$ cat src/logic/snp_pkg.sv
/*
  shared constants, types and the instruction encoder of the serial
  programming host.
  assumes a 20 MHz core clock and a target that is driven through its
  reset, serial clock, serial data in and serial data out pins.
*/
package snp_pkg;

  // core clock rate
  localparam int unsigned CLK_MHZ = 20;

  // link timing, figures in their own units
  localparam int unsigned POWERUP_US     = 20_000; // wait before enable
  localparam int unsigned FLASH_WRITE_US = 16_000; // flash_write_time
  localparam int unsigned EEPROM_WRITE_US = 4_000; // eeprom_write_time
  localparam int unsigned RST_PULSE_NS   = 1_000;  // reset high pulse
  localparam int unsigned SCK_HALF_NS    = 200;    // each sck phase

  // cycle counts derived from the times; least times round up
  localparam int unsigned POWERUP_CYC  = POWERUP_US * CLK_MHZ;
  localparam int unsigned FLASH_CYC    = FLASH_WRITE_US * CLK_MHZ;
  localparam int unsigned EEPROM_CYC   = EEPROM_WRITE_US * CLK_MHZ;
  localparam int unsigned RST_PULSE_CYC =
    (RST_PULSE_NS * CLK_MHZ + 999) / 1000;
  localparam int unsigned SCK_HALF_CYC =
    (SCK_HALF_NS * CLK_MHZ + 999) / 1000;

  // wait counter width, holds twice the flash write time
  localparam int unsigned WAIT_W = 21;

  // enable handshake
  localparam int unsigned ENABLE_TRIES = 32;
  localparam logic [7:0]  ECHO_BYTE    = 8'h53;

  // instruction bytes
  localparam logic [7:0] OP_ENABLE   = 8'hAC;
  localparam logic [7:0] ERASE_B2    = 8'h80;
  localparam logic [7:0] OP_READ_PM  = 8'h20;
  localparam logic [7:0] OP_LOAD_PG  = 8'h40;
  localparam logic [7:0] OP_WRITE_PG = 8'h4C;
  localparam logic [7:0] OP_READ_EE  = 8'hA0;
  localparam logic [7:0] OP_WRITE_EE = 8'hC0;
  localparam logic [7:0] LOAD_FILL   = 8'hFF;
  localparam int unsigned HIGH_BIT   = 3;  // high byte select in byte 1
  localparam int unsigned INSTR_BITS = 32;
  localparam logic [4:0] LAST_BIT    = 5'h1F;

  // user command kinds
  typedef enum logic [2:0] {
    CMD_ERASE,
    CMD_LOAD,
    CMD_WRITE_PAGE,
    CMD_READ_PM,
    CMD_WRITE_EE,
    CMD_READ_EE,
    CMD_END
  } snp_op_t;

  // one queued command
  typedef struct packed {
    snp_op_t     op;
    logic        high;   // program memory high byte
    logic [13:0] addr;   // word address or eeprom address
    logic [7:0]  data;
  } snp_cmd_t;

  localparam int unsigned CMD_W = $bits(snp_cmd_t);

  // builds the four byte instruction, first byte in the top bits
  function automatic logic [31:0] snp_encode(input snp_cmd_t c);
    logic [7:0] hop;
    hop = 8'h00;
    hop[HIGH_BIT] = c.high;
    unique case (c.op)
      CMD_ERASE:      return {OP_ENABLE, ERASE_B2, 16'h0000};
      CMD_LOAD:       return {OP_LOAD_PG | hop, 8'h00,
                              2'b00, c.addr[5:0], c.data};
      CMD_WRITE_PAGE: return {OP_WRITE_PG, 2'b00, c.addr[13:8],
                              c.addr[7:6], 6'h00, 8'h00};
      CMD_READ_PM:    return {OP_READ_PM | hop, 2'b00, c.addr[13:8],
                              c.addr[7:0], 8'h00};
      CMD_WRITE_EE:   return {OP_WRITE_EE, 6'h00, c.addr[9:8],
                              c.addr[7:0], c.data};
      CMD_READ_EE:    return {OP_READ_EE, 6'h00, c.addr[9:8],
                              c.addr[7:0], 8'h00};
      default:        return {OP_ENABLE, ECHO_BYTE, 16'h0000};
    endcase
  endfunction

endpackage

$ cat src/logic/snp_div.sv
/*
  free running divider that gives a one cycle tick every HALF cycles.
  assumes one clock and an asynchronous active low reset.
*/
`timescale 1ns/1ns
module snp_div
  import snp_pkg::*;
#(
  parameter int unsigned HALF = 8
) (
  input  wire logic core_clk_i,
  input  wire logic rstn_i,
  output logic      tick_o
);

  logic [7:0] cnt_reg;  // cycles left in this phase

  // count down and pulse at zero
  always_ff @(posedge core_clk_i or negedge rstn_i) begin
    if (!rstn_i) begin
      cnt_reg <= 8'h00;
      tick_o  <= 1'b0;
    end else if (cnt_reg == 8'h00) begin
      cnt_reg <= 8'(HALF - 1);
      tick_o  <= 1'b1;
    end else begin
      cnt_reg <= cnt_reg - 8'h01;
      tick_o  <= 1'b0;
    end
  end

endmodule

$ cat src/logic/snp_fifo.sv
/*
  small first in first out buffer with valid and ready on both sides.
  assumes one clock and an asynchronous active low reset.
*/
`timescale 1ns/1ns
module snp_fifo #(
  parameter int unsigned WIDTH = 8,
  parameter int unsigned DEPTH = 4
) (
  input  wire logic             core_clk_i,
  input  wire logic             rstn_i,
  input  wire logic             in_valid_i,
  output logic                  in_ready_o,
  input  wire logic [WIDTH-1:0] in_data_i,
  output logic                  out_valid_o,
  input  wire logic             out_ready_i,
  output logic      [WIDTH-1:0] out_data_o
);

  localparam int unsigned AW = $clog2(DEPTH);

  logic [WIDTH-1:0] mem [DEPTH];  // storage
  logic [AW-1:0]    wr_reg;       // write pointer
  logic [AW-1:0]    rd_reg;       // read pointer
  logic [AW:0]      cnt_reg;      // words held
  logic             push;
  logic             pop;

  assign push        = in_valid_i && in_ready_o;
  assign pop         = out_valid_o && out_ready_i;
  assign out_data_o  = mem[rd_reg];

  // storage write
  always_ff @(posedge core_clk_i) begin
    if (push) begin
      mem[wr_reg] <= in_data_i;
    end
  end

  // pointers, count and registered full and empty flags
  always_ff @(posedge core_clk_i or negedge rstn_i) begin
    if (!rstn_i) begin
      wr_reg      <= '0;
      rd_reg      <= '0;
      cnt_reg     <= '0;
      in_ready_o  <= 1'b1;
      out_valid_o <= 1'b0;
    end else begin
      if (push) begin
        wr_reg <= (wr_reg == AW'(DEPTH - 1)) ? '0 : wr_reg + 1'b1;
      end
      if (pop) begin
        rd_reg <= (rd_reg == AW'(DEPTH - 1)) ? '0 : rd_reg + 1'b1;
      end
      if (push && !pop) begin
        cnt_reg     <= cnt_reg + 1'b1;
        in_ready_o  <= (cnt_reg != (AW+1)'(DEPTH - 1));
        out_valid_o <= 1'b1;
      end else if (pop && !push) begin
        cnt_reg     <= cnt_reg - 1'b1;
        in_ready_o  <= 1'b1;
        out_valid_o <= (cnt_reg != (AW+1)'(1));
      end
    end
  end

endmodule

$ cat src/logic/snp_host.sv
/*
  serial programming host: powers the target into programming mode,
  synchronises with the enable instruction and runs queued commands.
  assumes the target pins are wired straight to the ports, the serial
  data return from the target is asynchronous, and commands arrive on
  the same clock.
*/
`timescale 1ns/1ns
module snp_host
  import snp_pkg::*;
#(
  parameter int unsigned POWERUP_CYCLES = POWERUP_CYC,
  parameter int unsigned FLASH_CYCLES   = FLASH_CYC,
  parameter int unsigned EEPROM_CYCLES  = EEPROM_CYC
) (
  input  wire logic       core_clk_i,
  input  wire logic       rstn_i,
  input  wire logic       cmd_valid_i,
  output logic            cmd_ready_o,
  input  wire snp_cmd_t   cmd_i,
  output logic            rsp_valid_o,
  output logic [7:0]      rsp_data_o,
  output logic            dev_rst_n_o,
  output logic            sck_o,
  output logic            mosi_o,
  input  wire logic       miso_i,
  output logic            in_prog_o,
  output logic            no_device_o
);

  typedef enum {
    ST_POWERUP,
    ST_ENABLE,
    ST_RETRY,
    ST_IDLE,
    ST_SEND,
    ST_WAIT,
    ST_RST_PULSE,
    ST_ENDED,
    ST_NODEV
  } snp_state_t;

  snp_state_t        state_reg;   // sequencer state
  logic              tick;        // sck phase tick
  logic              q_valid;     // queued command present
  logic              q_pop;       // take queued command
  snp_cmd_t          q_cmd;       // head of queue
  snp_cmd_t          cur_reg;     // command on the link
  logic              miso_s1;     // synchroniser first stage
  logic              miso_s2;     // synchronised serial return
  logic [31:0]       sh_word;     // instruction about to load
  logic              lead_reg;    // setup phase before the first rise
  logic [31:0]       tx_reg;      // bits still to send
  logic [31:0]       rx_reg;      // bits received
  logic [4:0]        bit_reg;     // bit index in instruction
  logic              sh_go;       // start a shift
  logic              sh_busy_reg; // shift in progress
  logic              sh_done_reg; // one cycle, shift finished
  logic              pulse_done;  // retry sck pulse finished
  logic [WAIT_W-1:0] wait_reg;    // wait countdown
  logic [5:0]        try_reg;     // enable attempts made
  logic              echo_ok;     // echo seen in third byte
  logic              after_erase_reg; // wait ends in a reset pulse

  // sck phase timing keeps both phases well over two target cycles
  snp_div #(
    .HALF (SCK_HALF_CYC)
  ) u_div (
    .core_clk_i (core_clk_i),
    .rstn_i     (rstn_i),
    .tick_o     (tick)
  );

  // command queue between the user and the link
  snp_fifo #(
    .WIDTH (CMD_W),
    .DEPTH (4)
  ) u_fifo (
    .core_clk_i  (core_clk_i),
    .rstn_i      (rstn_i),
    .in_valid_i  (cmd_valid_i),
    .in_ready_o  (cmd_ready_o),
    .in_data_i   (cmd_i),
    .out_valid_o (q_valid),
    .out_ready_i (q_pop),
    .out_data_o  (q_cmd)
  );

  // the target echo arrives in the third byte
  assign echo_ok = (rx_reg[15:8] == ECHO_BYTE);

  // pop only when the link is free to run it
  assign q_pop = (state_reg == ST_IDLE) && q_valid
               && !sh_busy_reg && !sh_done_reg;

  // start a shift on a popped command other than end; enable shifts start from power-up
  assign sh_go = q_pop && (q_cmd.op != CMD_END);

  // word to shift: a popped command or the enable instruction
  assign sh_word = sh_go ? snp_encode(q_cmd)
                         : {OP_ENABLE, ECHO_BYTE, 16'h0000};

  // retry pulse ends when sck falls back low
  assign pulse_done = (state_reg == ST_RETRY) && tick && sck_o;

  // two flop synchroniser for the serial return
  always_ff @(posedge core_clk_i or negedge rstn_i) begin
    if (!rstn_i) begin
      miso_s1 <= 1'b0;
      miso_s2 <= 1'b0;
    end else begin
      miso_s1 <= miso_i;
      miso_s2 <= miso_s1;
    end
  end

  // shifter: data set while sck low, sck rises for the target to
  // sample, return sampled just before sck falls
  always_ff @(posedge core_clk_i or negedge rstn_i) begin
    if (!rstn_i) begin
      sck_o       <= 1'b0;
      mosi_o      <= 1'b0;
      tx_reg      <= 32'h0000_0000;
      rx_reg      <= 32'h0000_0000;
      bit_reg     <= 5'h00;
      lead_reg    <= 1'b0;
      sh_busy_reg <= 1'b0;
      sh_done_reg <= 1'b0;
    end else begin
      sh_done_reg <= 1'b0;
      if (sh_go || (state_reg == ST_POWERUP && wait_reg == '0
                    && !sh_busy_reg)) begin
        // msb first over all 32 bits, first bit out at once
        mosi_o      <= sh_word[INSTR_BITS-1];
        tx_reg      <= {sh_word[30:0], 1'b0};
        bit_reg     <= 5'h00;
        lead_reg    <= 1'b1;
        sh_busy_reg <= 1'b1;
      end else if (sh_busy_reg && tick) begin
        if (!sck_o && lead_reg) begin
          // first bit gets a full phase of setup before the rise
          lead_reg <= 1'b0;
        end else if (!sck_o) begin
          // data has stood a full phase before the rise
          sck_o <= 1'b1;
        end else begin
          // target moves its output on this fall
          rx_reg <= {rx_reg[30:0], miso_s2};
          sck_o  <= 1'b0;
          if (bit_reg == LAST_BIT) begin
            sh_busy_reg <= 1'b0;
            sh_done_reg <= 1'b1;
          end else begin
            // next bit is set while sck is low
            mosi_o  <= tx_reg[INSTR_BITS-1];
            tx_reg  <= {tx_reg[30:0], 1'b0};
            bit_reg <= bit_reg + 5'h01;
          end
        end
      end else if (state_reg == ST_RETRY && tick) begin
        // single positive sck pulse to slip one bit
        sck_o <= !sck_o;
      end
    end
  end

  // sequencer
  always_ff @(posedge core_clk_i or negedge rstn_i) begin
    if (!rstn_i) begin
      state_reg       <= ST_POWERUP;
      dev_rst_n_o     <= 1'b0;
      wait_reg        <= WAIT_W'(POWERUP_CYCLES);
      try_reg         <= 6'h00;
      cur_reg         <= '0;
      after_erase_reg <= 1'b0;
      in_prog_o       <= 1'b0;
      no_device_o     <= 1'b0;
    end else begin
      unique case (state_reg)
        ST_POWERUP: begin
          // target held in reset, sck low, settle before enable
          if (wait_reg != '0) begin
            wait_reg <= wait_reg - 1'b1;
          end else if (sh_busy_reg) begin
            state_reg <= ST_ENABLE;
            try_reg   <= try_reg + 6'h01;
          end
        end
        ST_ENABLE: begin
          // all four bytes go out whether or not the echo came
          if (sh_done_reg) begin
            if (echo_ok) begin
              state_reg <= ST_IDLE;
              in_prog_o <= 1'b1;
              try_reg   <= 6'h00;
            end else if (try_reg == 6'(ENABLE_TRIES)) begin
              state_reg   <= ST_NODEV;
              no_device_o <= 1'b1;
            end else begin
              state_reg <= ST_RETRY;
            end
          end
        end
        ST_RETRY: begin
          // after the slip pulse send enable again at once
          if (pulse_done) begin
            state_reg <= ST_POWERUP;
            wait_reg  <= '0;
          end
        end
        ST_IDLE: begin
          if (q_pop) begin
            cur_reg <= q_cmd;
            if (q_cmd.op == CMD_END) begin
              // releasing reset ends the session
              state_reg   <= ST_ENDED;
              dev_rst_n_o <= 1'b1;
              in_prog_o   <= 1'b0;
            end else begin
              state_reg <= ST_SEND;
            end
          end
        end
        ST_SEND: begin
          // pace each write by its worst case, no polling
          if (sh_done_reg) begin
            unique case (cur_reg.op)
              CMD_ERASE: begin
                state_reg       <= ST_WAIT;
                wait_reg        <= WAIT_W'(2 * FLASH_CYCLES);
                after_erase_reg <= 1'b1;
              end
              CMD_WRITE_PAGE: begin
                state_reg <= ST_WAIT;
                wait_reg  <= WAIT_W'(FLASH_CYCLES);
              end
              CMD_WRITE_EE: begin
                // target erases the byte itself inside the write
                state_reg <= ST_WAIT;
                wait_reg  <= WAIT_W'(EEPROM_CYCLES);
              end
              default: begin
                state_reg <= ST_IDLE;
              end
            endcase
          end
        end
        ST_WAIT: begin
          // no link access while the target is self-timed
          if (wait_reg != '0) begin
            wait_reg <= wait_reg - 1'b1;
          end else if (after_erase_reg) begin
            state_reg       <= ST_RST_PULSE;
            dev_rst_n_o     <= 1'b1;
            in_prog_o       <= 1'b0;
            wait_reg        <= WAIT_W'(RST_PULSE_CYC);
            after_erase_reg <= 1'b0;
          end else begin
            state_reg <= ST_IDLE;
          end
        end
        ST_RST_PULSE: begin
          // sck is low here, reset pulse then start over
          if (wait_reg != '0) begin
            wait_reg <= wait_reg - 1'b1;
          end else begin
            state_reg   <= ST_POWERUP;
            dev_rst_n_o <= 1'b0;
            wait_reg    <= WAIT_W'(POWERUP_CYCLES);
          end
        end
        ST_ENDED: begin
          // a new command opens a fresh session
          if (q_valid) begin
            state_reg   <= ST_POWERUP;
            dev_rst_n_o <= 1'b0;
            wait_reg    <= WAIT_W'(POWERUP_CYCLES);
            try_reg     <= 6'h00;
          end
        end
        ST_NODEV: begin
          // no target answered, hold the link quiet
          state_reg <= ST_NODEV;
        end
      endcase
    end
  end

  // read data is the fourth byte returned
  always_ff @(posedge core_clk_i or negedge rstn_i) begin
    if (!rstn_i) begin
      rsp_valid_o <= 1'b0;
      rsp_data_o  <= 8'h00;
    end else begin
      rsp_valid_o <= 1'b0;
      if (state_reg == ST_SEND && sh_done_reg
          && (cur_reg.op == CMD_READ_PM
              || cur_reg.op == CMD_READ_EE)) begin
        rsp_valid_o <= 1'b1;
        rsp_data_o  <= rx_reg[7:0];
      end
    end
  end

endmodule

$ cat config.mk
export PLATFORM = sky130hd
export DESIGN_NAME = snp_host
export DESIGN_NICKNAME = d
export VERILOG_FILES = /design/src/logic/snp_pkg.sv /design/src/logic/snp_div.sv /design/src/logic/snp_fifo.sv /design/src/logic/snp_host.sv
export SDC_FILE = /design/constraint.sdc
export NUM_CORES = 1
export LEC_CHECK = 0
export ABC_CLOCK_PERIOD_IN_PS = 4600
export BUFFER_PORTS_ARGS = -buffer_cell sky130_fd_sc_hd__buf_2
export CORE_ASPECT_RATIO = 0.9
export CORE_MARGIN = 2
export CORE_UTILIZATION = 55
export CTS_CLUSTER_DIAMETER = 150
export DETAILED_ROUTE_END_ITERATION = 12
export GPL_TIMING_DRIVEN = 0
export PLACE_DENSITY = 0.72
export SYNTH_ARGS = -nofsm -noshare
export SYNTH_HDL_FRONTEND = slang
export SYNTH_SLANG_ARGS = --single-unit
export TNS_END_PERCENT = 10
$ cat constraint.sdc
create_clock -name core_clk_i -period 4.6 [get_ports core_clk_i]
set_clock_uncertainty 0.15 [all_clocks]
set_input_delay 0.92 -clock core_clk_i [delete_from_list [all_inputs] [get_ports core_clk_i]]
set_output_delay 0.92 -clock core_clk_i [all_outputs]
set_load 0.005 [all_outputs]
======== Word-level counts from Yosys, hierarchy flattened ========
Memory sizes are Yosys's and may differ from the RTL's.
Index checks and enable logic that the tools add are counted.
Widths: inputs -> output; s select.
word-level totals
  register bits after elaboration ......... 153
  RAM bits ................................ 104
  input bits .............................. 30
  output and inout port bits .............. 15
  memories ................................ 1
memories
  memory      depth  bits a word  read ports  clocked after Yosys merged registers in  wr ports  line            RTL
  u_fifo.mem  4      26           1           0                                        1         snp_fifo.sv:22  logic [WIDTH-1:0] mem [DEPTH];
cells by class
  $add $sub $neg .......................... 8
  eq/ne operators ......................... 48
  multiplexer cells ....................... 94
  bitwise logic cells ..................... 3
  reductions and logical operators ........ 55
operators with widths
  kind                   number
  $mux 32                15
  $pmux 32 s9            1
  $eq 32x3->1 const B    6
  $pmux 32 s6            1
  $mux 21                7
  $pmux 21 s6            1
  $eq 32x2->1 const B    2
  $eq 32x4->1 const B    2
  $logic_not 32->1       2
  $pmux 21 s3            1
  $mux 1                 44
  $eq 32x1->1 const B    1
  $ne 2x2->1 const B     16
  $mux 6                 5
  $mux 5                 5
  $logic_not 21->1       1
  $reduce_and 7->1       3
  $reduce_bool 21->1     1
  $sub 21x1->21 const B  1
  $reduce_and 4->1       5
  $pmux 6 s3             1
  $logic_and 1x1->1      16
  $eq 3x3->1 const B     5
  $reduce_bool 2->1      7
  other kinds (37)       59

======== Depth between registers and ports, before layout ========
Gate-level depths: netlist of the first run.
  depth after elaboration ................. 8
  mapped depth ............................ 10
  mapped depth without buffers ............ 8

======== Modules after synthesis ========
A second synthesis of the first run with hierarchy kept.
unflattened totals
  cells, all modules ...................... 797
  area total of the unflattened synthesis .. 10312.4 um^2
by module, submodules not included
  module    instances  cells each  area each (um^2)
  snp_host  1          568         5515.3
  snp_fifo  1          192         4389.2
  snp_div   1          37          407.9

======== Worst setup path after synthesis of the first run ========
No wires, ideal clock.
  kind .................................... reg-to-reg
  start ................................... register wait_reg[2]
  end ..................................... register wait_reg[4]
  library setup time ...................... 0.125 ns
  arrival time ............................ 2.315 ns
  slack ................................... 2.009 ns
  stages on the path, launching flop included .. 9
  cell sequence ........................... dfrtp_1 nor3_1 nand4_2 or3_1 buf_4 o41a_1 buf_2 a21oi_1 a21oi_1
between the ends
  longest elaborated chain between the ends .. 3
  elaborated cells between the ends (all ways) .. 9
  classes of those cells .................. 1 x add/sub; 2 x eq/ne; 4 x mux; 2 x reduce/logical
RTL lines
  element                                                     line             RTL
  start: declaration                                          snp_host.sv:60   logic [WAIT_W-1:0] wait_reg;
  start signal: assignment                                    snp_host.sv:172  wait_reg <= WAIT_W'(POWERUP_CYCLES);
  start signal: assignment                                    snp_host.sv:183  wait_reg <= wait_reg - 1'b1;
  start signal: assignment                                    snp_host.sv:230  wait_reg <= WAIT_W'(2 * FLASH_CYCLES);
  $sub 21x1->21 / $reduce_bool 21->1 (equally long branches)  n/a
  $mux 21, or another cell as far along                       snp_host.sv:264  if (wait_reg != '0) begin
  $pmux 21 s6 / $reduce_and 7->1 (equally long branches)      n/a
Several ways; a longest one is shown, not always the timed one. The select of a mux whose other input is x is not followed.
A chain may end at the register's enable or synchronous reset.

======== Worst setup path after layout of the first run ========
  start ................................... register u_fifo.rd_reg[0]
  end ..................................... register tx_reg[24]
between the ends
  longest elaborated chain between the ends .. 6
  elaborated cells between the ends (all ways) .. 18
  classes of those cells .................. 8 x eq/ne; 3 x mux; 6 x reduce/logical; 1 x memory
RTL lines
  element                                                           line             RTL
  start: declaration                                                snp_fifo.sv:24   logic [AW-1:0] rd_reg;
  start signal: assignment                                          snp_fifo.sv:53   rd_reg <= (rd_reg == AW'(DEPTH - 1)) ? '0 : rd_reg + 1'b1;
  $mem_v2 4x26 *                                                    n/a
  $ne 3x3->1                                                        snp_host.sv:97   assign sh_go = q_pop && (q_cmd.op != CMD_END);
  $logic_and 1x1->1                                                 snp_host.sv:97
  $logic_or 1x1->1                                                  snp_host.sv:131  if (sh_go || (state_reg == ST_POWERUP && wait_reg == '0
  $ne 2x2->1 (no line) / $reduce_bool 2->1 (equally long branches)  n/a
  $reduce_and 4->1 (no line)                                        n/a
  end signal: assignment                                            snp_host.sv:135  tx_reg <= {sh_word[30:0], 1'b0};
  end signal: assignment                                            snp_host.sv:156  tx_reg <= {tx_reg[30:0], 1'b0};
  end: declaration                                                  snp_host.sv:53   logic [31:0] tx_reg;
Mark *: on every way between the ends. The rest lies on a longest branch, timed or not.

==> reports/qor.csv, run 1 <==
stage;metric;value;unit
run_status;outcome;complete, no violations;
timing;setup_viol;0;
flow_run;maxCapViolCount;0;
drt;m1WireLength;9510;microns
synth;synthTopCellsByArea;edfxtp_1, dfrtp_1, mux4_2, mux2_2, nand2_1;
layout;most-common-layout-cells;dfrtp_1, edfxtp_1, nand2_1, nor2_1, o21ai_0;
drt;drtIter0Drc;457;
synth;avgSynthCellArea;12.6;sq um
clock_network;htreeDepth;1;
synth;synth-edff-count;104;
timing;slew-limit-headroom;0.232;
floorplanning;dieHeight;134;microns
floorplanning;initial_core_util;0.561;
layout;largest_reg_flops;104;
synth;synthArstFlopShare;0.544;
layout;areaGrowthSynthToFinish;13.4;%
drt;vias;6797;
layout;drive_gt1_frac;0.182;
critical_path;crit_required;4880;ps
place;dp_cells;1110;
synth;synth_top_cell_by_area;edfxtp_1;
floorplanning;io_pins;45;
global_routing;grt_usage;0.220;
clock_network;cts_resized;0;
critical_path;worstSetupStartpointType;flop;
power_and_ir_drop;leakage;4.80;nW
clock_network;cts_hold_buf;0;
worst_hold_path;hp-class;flop to flop;
drt;antenna_left;0;
clock_network;clk_pin_slew;60;ps
drt;drc;0;
floorplanning;die_area;19800;sq um
clock_network;worstSkewPairLatency;530;ps
place;gp_congestion;0.904;
synth;netlist_instances;819;
synth;synth_nets;867;
floorplanning;die_x;148;microns
timing;post-route-period-util;0.678;
place;postPlaceCellArea;10900;sq um
drt;via_per_inst;5.89;
critical_path;r2r_slack;1480;ps
floorplanning;core_area;18300;sq um
synth;syn_area;10300;sq um
floorplanning;rows;47;
global_routing;grt_pass1_wl;35000;microns
critical_path;end_kind;flop;
clock_network;cts.sinks;228;
drt;routed_wl;21200;microns
critical_path;crit_fanout;10;
global_routing;overflow;0;
timing;tightestPinTransition;1140;ps
layout;stdcell_count;1154;
place;io_buffers;44;
clock_network;cts_tree;done;
timing;rsz0062_at_grt;false;
timing;fin_setup_tns;0;ps
drt;dr_wl_met2;10400;microns
synth;ys_seq_area_frac;0.606;
power_and_ir_drop;pwr_density_cell;407;nW/um^2
drt;first_pass_iters;7;
critical_path;cp.arrival;3390;ps
clock_network;post_cts_buffers;0;
drt;top_layer;met4;
synth;synth_ff_type;dfrtp_1;
timing;finalMaxSlewViolations;0;
synth;synth_top_area_frac;0.304;
global_routing;antenna_found_initial;0;
timing;max_freq;321;MHz
critical_path;crit_type;flop to flop;
clock_network;cts_root_buffer;clkbuf_16;
power_and_ir_drop;ir_drop;355;uV
place;dp_hpwl;14200;microns
layout;fin_nets;939;
global_routing;grt_pass1_vias;6726;
layout;final_common_cell;dfrtp_1;
layout;design_area;11700;sq um
timing;hold_viol_final;0;
synth;synth_warnings;0;
drt;avgRoutedWirePerCell;18.4;microns
synth;synth_seq_cells;228;
global_routing;grt_max_degree;64;
clock_network;cts_buffers;24;
drt;routed-wl-met3;1020;microns
clock_network;clk_path_buf_depth;3;
timing;period_needed;3120;ps
layout;diodes;0;
synth;synthDistinctLibCells;76;
## worst max-delay path, cell delays in order (launching register included)
cell and delay [ps]:
dfrtp_1 350, buf_2 320, mux4_2 570, buf_2 200
nand3b_1 250, nand2_1 110, o21ai_1 370, clkbuf_1 420
o32ai_1 150, o21a_1 130
## final cells by class
cell class / count / area [sq um]
Clock inverter: 18 / 193
Multi-Input combinational cell: 521 / 3780
Fill cell: 1427 / 6680
Sequential cell: 228 / 6230
Buffer: 43 / 174
Inverter: 27 / 101
Tap cell: 245 / 307
Timing Repair Buffer: 46 / 269
Clock buffer: 26 / 608
## per-stage QoR
stage	worst slack, ps	hold WS [ps]	utilization	power (mW)
6_report	1480	213	0.636	4.75
3_3_place_gp	820	185	0.589	2.83
2_1_floorplan	2010	181	-	2.68
3_5_place_dp	1520	188	0.592	2.86
5_1_grt	1270	220	0.636	4.93
4_1_cts	1490	221	0.636	4.81
## power by group
part           switching (mW)  total (mW)  leakage [nW]  internal, mW
logic                   0.248       0.383          1.86         0.134
registers              0.0625        2.43          2.57          2.36
clock network           0.806        1.94         0.378          1.13
## kinds of logic (layout without fill, tap and decap cells)
group                    count (synthesis)  in the layout  share of synthesized area
adder cells (fa/ha/maj)                 18             18                     0.0219
XOR/XNOR                                17             17                     0.0145
flip-flops                             228            228                      0.606
multiplexers                            55             55                     0.0883
AND/OR/NAND/NOR                        261            261                      0.127
buffers and inverters                   70            160                     0.0268
AO/OA/AOI/OAI                          170            170                      0.116
## cells in the mapped netlist (3+ instances only)
master	number
mux4_2	26
o21ai_0	56
mux2i_1	3
a21oi_1	22
o311ai_0	3
dfstp_2	7
o21a_1	6
o221ai_1	4
mux2_2	26
o211ai_1	8
nand4_1	10
o2bb2ai_1	3
xnor2_1	9
buf_2	4
dfrtp_1	117
o41ai_1	3
xor2_1	8
a2bb2oi_1	19
nor4_1	3
clkbuf_1	32
o31ai_1	3
a211oi_1	5
and4_1	3
a31oi_1	8
nand3b_1	3
nor2b_1	7
inv_1	25
buf_1	5
nand2_1	78
a21o_1	3
nand2b_1	8
and3_1	11
ha_1	18
nor3_1	24
edfxtp_1	104
nor2_1	63
or3_1	9
nand3_1	21
## final timing paths
kind | start | endpoint | depth (start not counted)
worst min register to register | miso_s1$_DFF_PN0_ | miso_s2$_DFF_PN0_ | 0
worst min-delay path | miso_s1$_DFF_PN0_ | miso_s2$_DFF_PN0_ | 0
worst max-delay path | u_fifo.rd_reg[0]$_DFFE_PN0P_ | tx_reg[24]$_DFFE_PN0P_ | 9
worst max register to register | u_fifo.rd_reg[0]$_DFFE_PN0P_ | tx_reg[24]$_DFFE_PN0P_ | 9
min in group asynchronous | rstn_i | wait_reg[3]$_DFFE_PN0P_ | 1
max in group asynchronous | rstn_i | wait_reg[17]$_DFFE_PN1P_ | 2
## layer usage
| metal | track usage | vias to the layer above |
|---|---|---|
| li1 | - | 3215 |
| met1 | 0.311 | 3380 |
| met2 | 0.367 | 174 |
| met3 | 0.0325 | 28 |
| met4 | 0.0508 | 0 |
| met5 | 0 | - |
No activity file was read; power rests on OpenSTA's default activity.
==> inputs of run 2 (changes only) <==
Settings changed: ABC_AREA set to 1, ABC_CLOCK_PERIOD_IN_PS 4600 to 2800, PLACE_DENSITY 0.72 to 0.75.
Clock period 4.6 ns to 2.8 ns, I/O delays scaled along.
==> run 2 against run 1 <==
Net effect: synthesized area rose by 6.4%; critical path type unchanged; largest cell class unchanged; power rose by 62%; synthesized cell count rose by 50%.
==> reports/qor.csv, run 2 <==
stage;metric;value;unit
layout;most-common-layout-cells;nand2_1, inv_1, dfrtp_1, nor2_1, edfxtp_1;
synth;synthDistinctLibCells;45;
floorplanning;initial_core_util;0.566;
synth;ys_seq_area_frac;0.570;
clock_network;worstSkewPairLatency;520;ps
critical_path;crit_cells;10;
clock_network;cts_resized;0;
drt;drtIter0Drc;870;
power_and_ir_drop;p_sw;1.87;mW
timing;max_freq;392;MHz
power_and_ir_drop;pwr_density_cell;624;nW/um^2
timing;tightestPinTransition;890;ps
synth;synth_warnings;0;
power_and_ir_drop;ir_drop;504;uV
drt;vias;8643;
timing;post-route-period-util;0.912;
floorplanning;rows;48;
synth;avgSynthCellArea;8.88;sq um
drt;first_pass_iters;5;
global_routing;grt_max_degree;79;
clock_network;cts_tree;done;
critical_path;crit_fanout;10;
layout;largest_reg_flops;104;
layout;diodes;0;
clock_network;clk_path_buf_depth;3;
place;gp_congestion;0.912;
clock_network;clk_pin_slew;60;ps
synth;synth_common_cells;nand2_1, inv_1, dfrtp_1, nor2_1, edfxtp_1;
power_and_ir_drop;clkPwrFrac;0.395;
timing;hold_viol_final;0;
drt;avgRoutedWirePerCell;15.3;microns
place;dp_hpwl;16400;microns
drt;antenna_left;0;
critical_path;crit_family;buffers and inverters;
synth;synth_top_area_frac;0.285;
timing;fin_setup_tns;0;ps
critical_path;crit_buf_inv;4;
place;postPlaceCellArea;11600;sq um
flow_run;maxCapViolCount;0;
synth;synth_seq_cells;228;
timing;setup_viol;0;
power_and_ir_drop;power_frac_comb;0.089;
power_and_ir_drop;intPower;5.83;mW
critical_path;r2r_slack;250;ps
timing;finalMaxSlewViolations;0;
critical_path;r2r-end;tx_reg[5]$_DFFE_PN0P_;
critical_path;r2r_cells;10;
layout;drive_gt1_frac;0.111;
layout;areaGrowthSynthToFinish;12.7;%
critical_path;cp-endpoint;tx_reg[5]$_DFFE_PN0P_;
floorplanning;io_pins;45;
layout;final_common_cell;nand2_1;
critical_path;cp.arrival;2820;ps
clock_network;cts_buffers;24;
timing;period_needed;2550;ps
floorplanning;die_area;21000;sq um
drt;routed_wl;24100;microns
worst_hold_path;hp-class;primary input to flop;
floorplanning;die_x;153;microns
power_and_ir_drop;p_seq_frac;0.516;
synth;synthArstFlopShare;0.544;
critical_path;crit_type;flop to flop;
synth;netlist_instances;1232;
timing;rsz0062_at_grt;false;
timing;fin_worst_hold_slack;105;ps
critical_path;path_cells;ha_1 -> and3_1 -> ha_1 -> inv_1 -> nand2_1 -> clkbuf_1 -> clkbuf_1 -> nand4_1 -> nand2_1 -> inv_1;
clock_network;cts_root_buffer;clkbuf_16;
global_routing;antenna_found_initial;0;
drt;via_per_inst;5.49;
synth;synth-edff-count;104;
synth;synth_nets;1280;
clock_network;cts.sinks;228;
run_status;outcome;complete, no violations;
global_routing;grt_usage;0.231;
place;io_buffers;44;
critical_path;crit_start;bit_reg[0]$_DFFE_PN0P_;
floorplanning;dieHeight;138;microns
power_and_ir_drop;switching_share;0.243;
clock_network;htreeDepth;1;
synth;synthTopCellsByArea;edfxtp_1, dfrtp_1, nand2_1, inv_1, nand3_1;
timing;slew-limit-headroom;0.405;
synth;syn_area;10900;sq um
layout;design_area;12300;sq um
synth;synth_most_common_cell;nand2_1;
critical_path;crit-reg2reg-launch;bit_reg[0]$_DFFE_PN0P_;
global_routing;overflow;0;
critical_path;crit_required;3070;ps
critical_path;slowest_stage;clkbuf_1;
global_routing;grt_pass1_wl;39600;microns
synth;synth_top_cell_by_area;edfxtp_1;
floorplanning;core_area;19300;sq um
layout;fin_nets;1354;
global_routing;grt_pass1_vias;8067;
power_and_ir_drop;leakage;5.98;nW
power_and_ir_drop;total_power;7.70;mW
critical_path;end_kind;flop;
critical_path;worstSetupStartpointType;flop;
critical_path;critPathMaxStageDelay;440;ps
synth;synth_ff_type;dfrtp_1;
drt;drc;0;
[run 2: worst min-delay path by stage]
stage | to | slack [ps] | startpoint | cells after the start
2_1_floorplan | after_erase_reg$_DFFE_PN0P_ | 110 | rstn_i | 0
3_3_place_gp | miso_s2$_DFF_PN0_ | 180 | miso_s1$_DFF_PN0_ | 0
3_5_place_dp | miso_s2$_DFF_PN0_ | 210 | miso_s1$_DFF_PN0_ | 0
4_1_cts | u_fifo.mem[1][11]$_DFFE_PP_ | 90 | cmd_i[11] | 1
5_1_grt | u_fifo.mem[2][7]$_DFFE_PP_ | 90 | cmd_i[7] | 1
6_report | u_fifo.mem[3][11]$_DFFE_PP_ | 110 | cmd_i[11] | 1
[run 2: cells by family (layout without fill, tap and decap cells)]
family                   after synthesis  count (layout)  share of synthesized area
AND/OR/NAND/NOR                      605             605                      0.239
flip-flops                           228             228                      0.570
buffers and inverters                194             286                     0.0720
AO/OA/AOI/OAI                        172             172                     0.0870
adder cells (fa/ha/maj)               18              18                     0.0206
XOR/XNOR                              15              15                     0.0120
[run 2: final cells by class]
| class | instances | area [sq um] |
|---|---|---|
| tap | 250 | 313 |
| timing repair buffer | 48 | 289 |
| sequential | 228 | 6230 |
| clock buffer | 32 | 664 |
| multi-input combinational | 810 | 3950 |
| fill | 1594 | 7000 |
| inverter | 155 | 582 |
| clock inverter | 12 | 97.6 |
| buffer | 39 | 206 |
[run 2: repair_timing]
item                                   in CTS  in global routing
setup buffers                               0                  0
hold buffers                                2                  0
endpoints found under the hold margin      41                  0
[run 2: power groups by stage]
stage                     combinational [mW]  clock [mW]  sequential (mW)
after floorplan                        0.396           0             4.01
after global placement                 0.612           0             4.04
after detailed placement               0.684           0             4.03
after CTS                              0.693        3.08             3.97
after global routing                   0.778        3.22             3.99
final                                  0.684        3.04             3.97
[run 2: layer usage]
metal  track usage  share of wire
met5             0              0
met4        0.0556          0.017
met3        0.0327          0.054
met2         0.374           0.47
met1         0.335           0.46
[run 2: metrics by stage]
stage,std cells,worst slack [ps],util
2_1_floorplan,1232,465,-
3_3_place_gp,1526,-698,0.594
3_5_place_dp,1528,306,0.597
4_1_cts,1574,284,0.638
5_1_grt,1574,64.8,0.638
6_report,1574,248,0.638
==> inputs of run 3 (changes only) <==
Settings changed: CORE_ASPECT_RATIO 0.9 to not set.
==> run 3 against run 2 <==
Net effect: critical path depth did not move; critical endpoint is now tx_reg[11]$_DFFE_PN0P_; clock power rose by 6.9%; via count fell by 0.74%; design area rose by 0.80%; power rose by 3.0%; register-to-register slack barely moved; largest cell class unchanged; global-route usage fell by 0.24 points; hold slack got worse by 11 ps; first-iteration DRC count fell by 35%; core utilization fell by 0.11 points; wire length fell by 0.48%; critical path type unchanged.
==> reports/qor.csv, run 3 (synthesized netlist as in run 2, its figures left out) <==
stage;metric;value;unit
clock_network;cts_root_buffer;clkbuf_16;
timing;slew-limit-headroom;0.363;
layout;areaGrowthSynthToFinish;13.6;%
global_routing;overflow;0;
drt;vias;8579;
layout;most-common-layout-cells;nand2_1, inv_1, dfrtp_1, nor2_1, edfxtp_1;
drt;via_per_inst;5.39;
timing;period_needed;2560;ps
clock_network;clk_pin_slew;60;ps
timing;post-route-period-util;0.915;
place;dp_hpwl;16000;microns
critical_path;cp.arrival;2830;ps
flow_run;maxCapViolCount;0;
place;gp_congestion;0.894;
drt;drc;0;
global_routing;grt_usage;0.229;
layout;fin_nets;1356;
layout;largest_reg_flops;104;
critical_path;critPathMaxStageDelay;430;ps
power_and_ir_drop;ir_drop;569;uV
clock_network;clk_path_buf_depth;3;
place;io_buffers;44;
global_routing;grt_pass1_wl;39600;microns
critical_path;crit_required;3070;ps
timing;final.setup.worst_slack;238;ps
critical_path;r2r-end;tx_reg[11]$_DFFE_PN0P_;
global_routing;grt_pass1_vias;8169;
drt;antenna_left;0;
place;pre_cts_ws;287;ps
critical_path;r2r_slack;240;ps
power_and_ir_drop;pwr_density_cell;637;nW/um^2
timing;fin_worst_hold_slack;93.9;ps
drt;routed_wl;24000;microns
global_routing;grt_max_degree;65;
critical_path;end_kind;flop;
floorplanning;core_area;19500;sq um
floorplanning;die_x;145;microns
layout;final_common_cell;nand2_1;
clock_network;cts_hold_buf;2;
worst_hold_path;worstHoldStart;cmd_i[12];
clock_network;cts_tree;done;
timing;setup_viol;0;
timing;hold_viol_final;0;
floorplanning;initial_core_util;0.561;
clock_network;htreeDepth;1;
clock_network;cts_resized;0;
floorplanning;io_pins;45;
timing;rsz0062_at_grt;false;
critical_path;crit-reg2reg-launch;bit_reg[0]$_DFFE_PN0P_;
floorplanning;die_area;21000;sq um
layout;diodes;0;
floorplanning;dieHeight;145;microns
worst_hold_path;holdPathStages;1;
clock_network;post_cts_buffers;0;
critical_path;path_cells;ha_1 -> and3_1 -> ha_1 -> inv_1 -> nand2_1 -> clkbuf_1 -> clkbuf_1 -> nand4_1 -> nand2_1 -> inv_1;
critical_path;crit_type;flop to flop;
run_status;outcome;complete, no violations;
floorplanning;rows;51;
clock_network;worstSkewPairLatency;530;ps
layout;drive_gt1_frac;0.110;
critical_path;slowest_stage;clkbuf_1;
clock_network;cts.sinks;228;
power_and_ir_drop;leakage;6.00;nW
timing;max_freq;390;MHz
critical_path;r2r_cells;10;
drt;drtIter0Drc;569;
critical_path;crit_fanout;10;
worst_hold_path;hold_end;u_fifo.mem[3][12]$_DFFE_PP_;
layout;num-fill-cells;1682;
global_routing;antenna_found_initial;0;
drt;first_pass_iters;5;
critical_path;worstSetupStartpointType;flop;
timing;tightestPinTransition;953;ps
timing;finalMaxSlewViolations;0;
drt;avgRoutedWirePerCell;15.1;microns
worst_hold_path;hp-class;primary input to flop;
clock_network;cts_buffers;25;
==> run 3: cell count changes in the layout (fill, tap and decap cells not counted), moves of 2 or more <==
| cell | before | now |
|---|---|---|
| buf_12 | 0 | 2 |
| clkinvlp_4 | 2 | 4 |
| clkinv_2 | 5 | 1 |
| clkbuf_8 | 3 | 0 |
| bufinv_16 | 1 | 3 |
| clkbuf_1 | 20 | 22 |
| clkinv_1 | 4 | 6 |
==> run 3: worst max-delay path, delay by kind of cell, from the launching register on <==
family / cells / cell delay [ps]
simple gates: 4 / 620
flops: 1 / 400
buf+inv: 4 / 950
fa+ha+maj: 2 / 330
==> run 3: area by class of cell <==
class	count	area (sq um)	area share
Buffer	39	206	0.0166
Multi-Input combinational cell	810	3950	0.318
Clock buffer	31	648	0.0521
Clock inverter	15	164	0.0132
Tap cell	265	332	0.0267
Sequential cell	228	6230	0.501
Timing Repair Buffer	49	314	0.0253
Inverter	155	582	0.0468
==> run 3: power breakdown <==
part           internal, mW  switching (mW)  total [mW]  leakage (nW)
Sequential             3.87          0.0934        3.97          2.56
Clock                  1.93            1.32        3.25         0.380
Combinational         0.214           0.493       0.708          3.06
Total                  6.02            1.91        7.92          6.00
==> run 3: per-stage QoR <==
step                      std cells  cell area [sq um]   util  TNS [ps]  power [mW]
final                          1592              12400  0.637         0        7.92
after global routing           1592              12400  0.637         0        8.23
after floorplan                1232              10900      -         0        4.41
after detailed placement       1544              11600  0.594         0        4.75
after CTS                      1592              12400  0.637         0        8.00
after global placement         1541              11500  0.589   -142920        4.66
==> run 3: layer usage <==
metal | GRT usage | routed length [microns]
met5 | 0 | 0
met1 | 0.306 | 10400
met3 | 0.0302 | 1240
met2 | 0.390 | 11700
met4 | 0.0755 | 685
==> run 3: how the worst max path moves through the flow <==
stage,to,from,depth (start not counted),slack [ps]
finish,tx_reg[11]$_DFFE_PN0P_,bit_reg[0]$_DFFE_PN0P_,10,240
global route,tx_reg[13]$_DFFE_PN0P_,bit_reg[0]$_DFFE_PN0P_,10,40
CTS,tx_reg[11]$_DFFE_PN0P_,bit_reg[0]$_DFFE_PN0P_,10,260
detailed placement,tx_reg[11]$_DFFE_PN0P_,bit_reg[0]$_DFFE_PN0P_,10,290
global placement,tx_reg[5]$_DFFE_PN0P_,rstn_i,1,-680
floorplan,u_fifo.mem[0][0]$_DFFE_PP_,cmd_valid_i,2,460
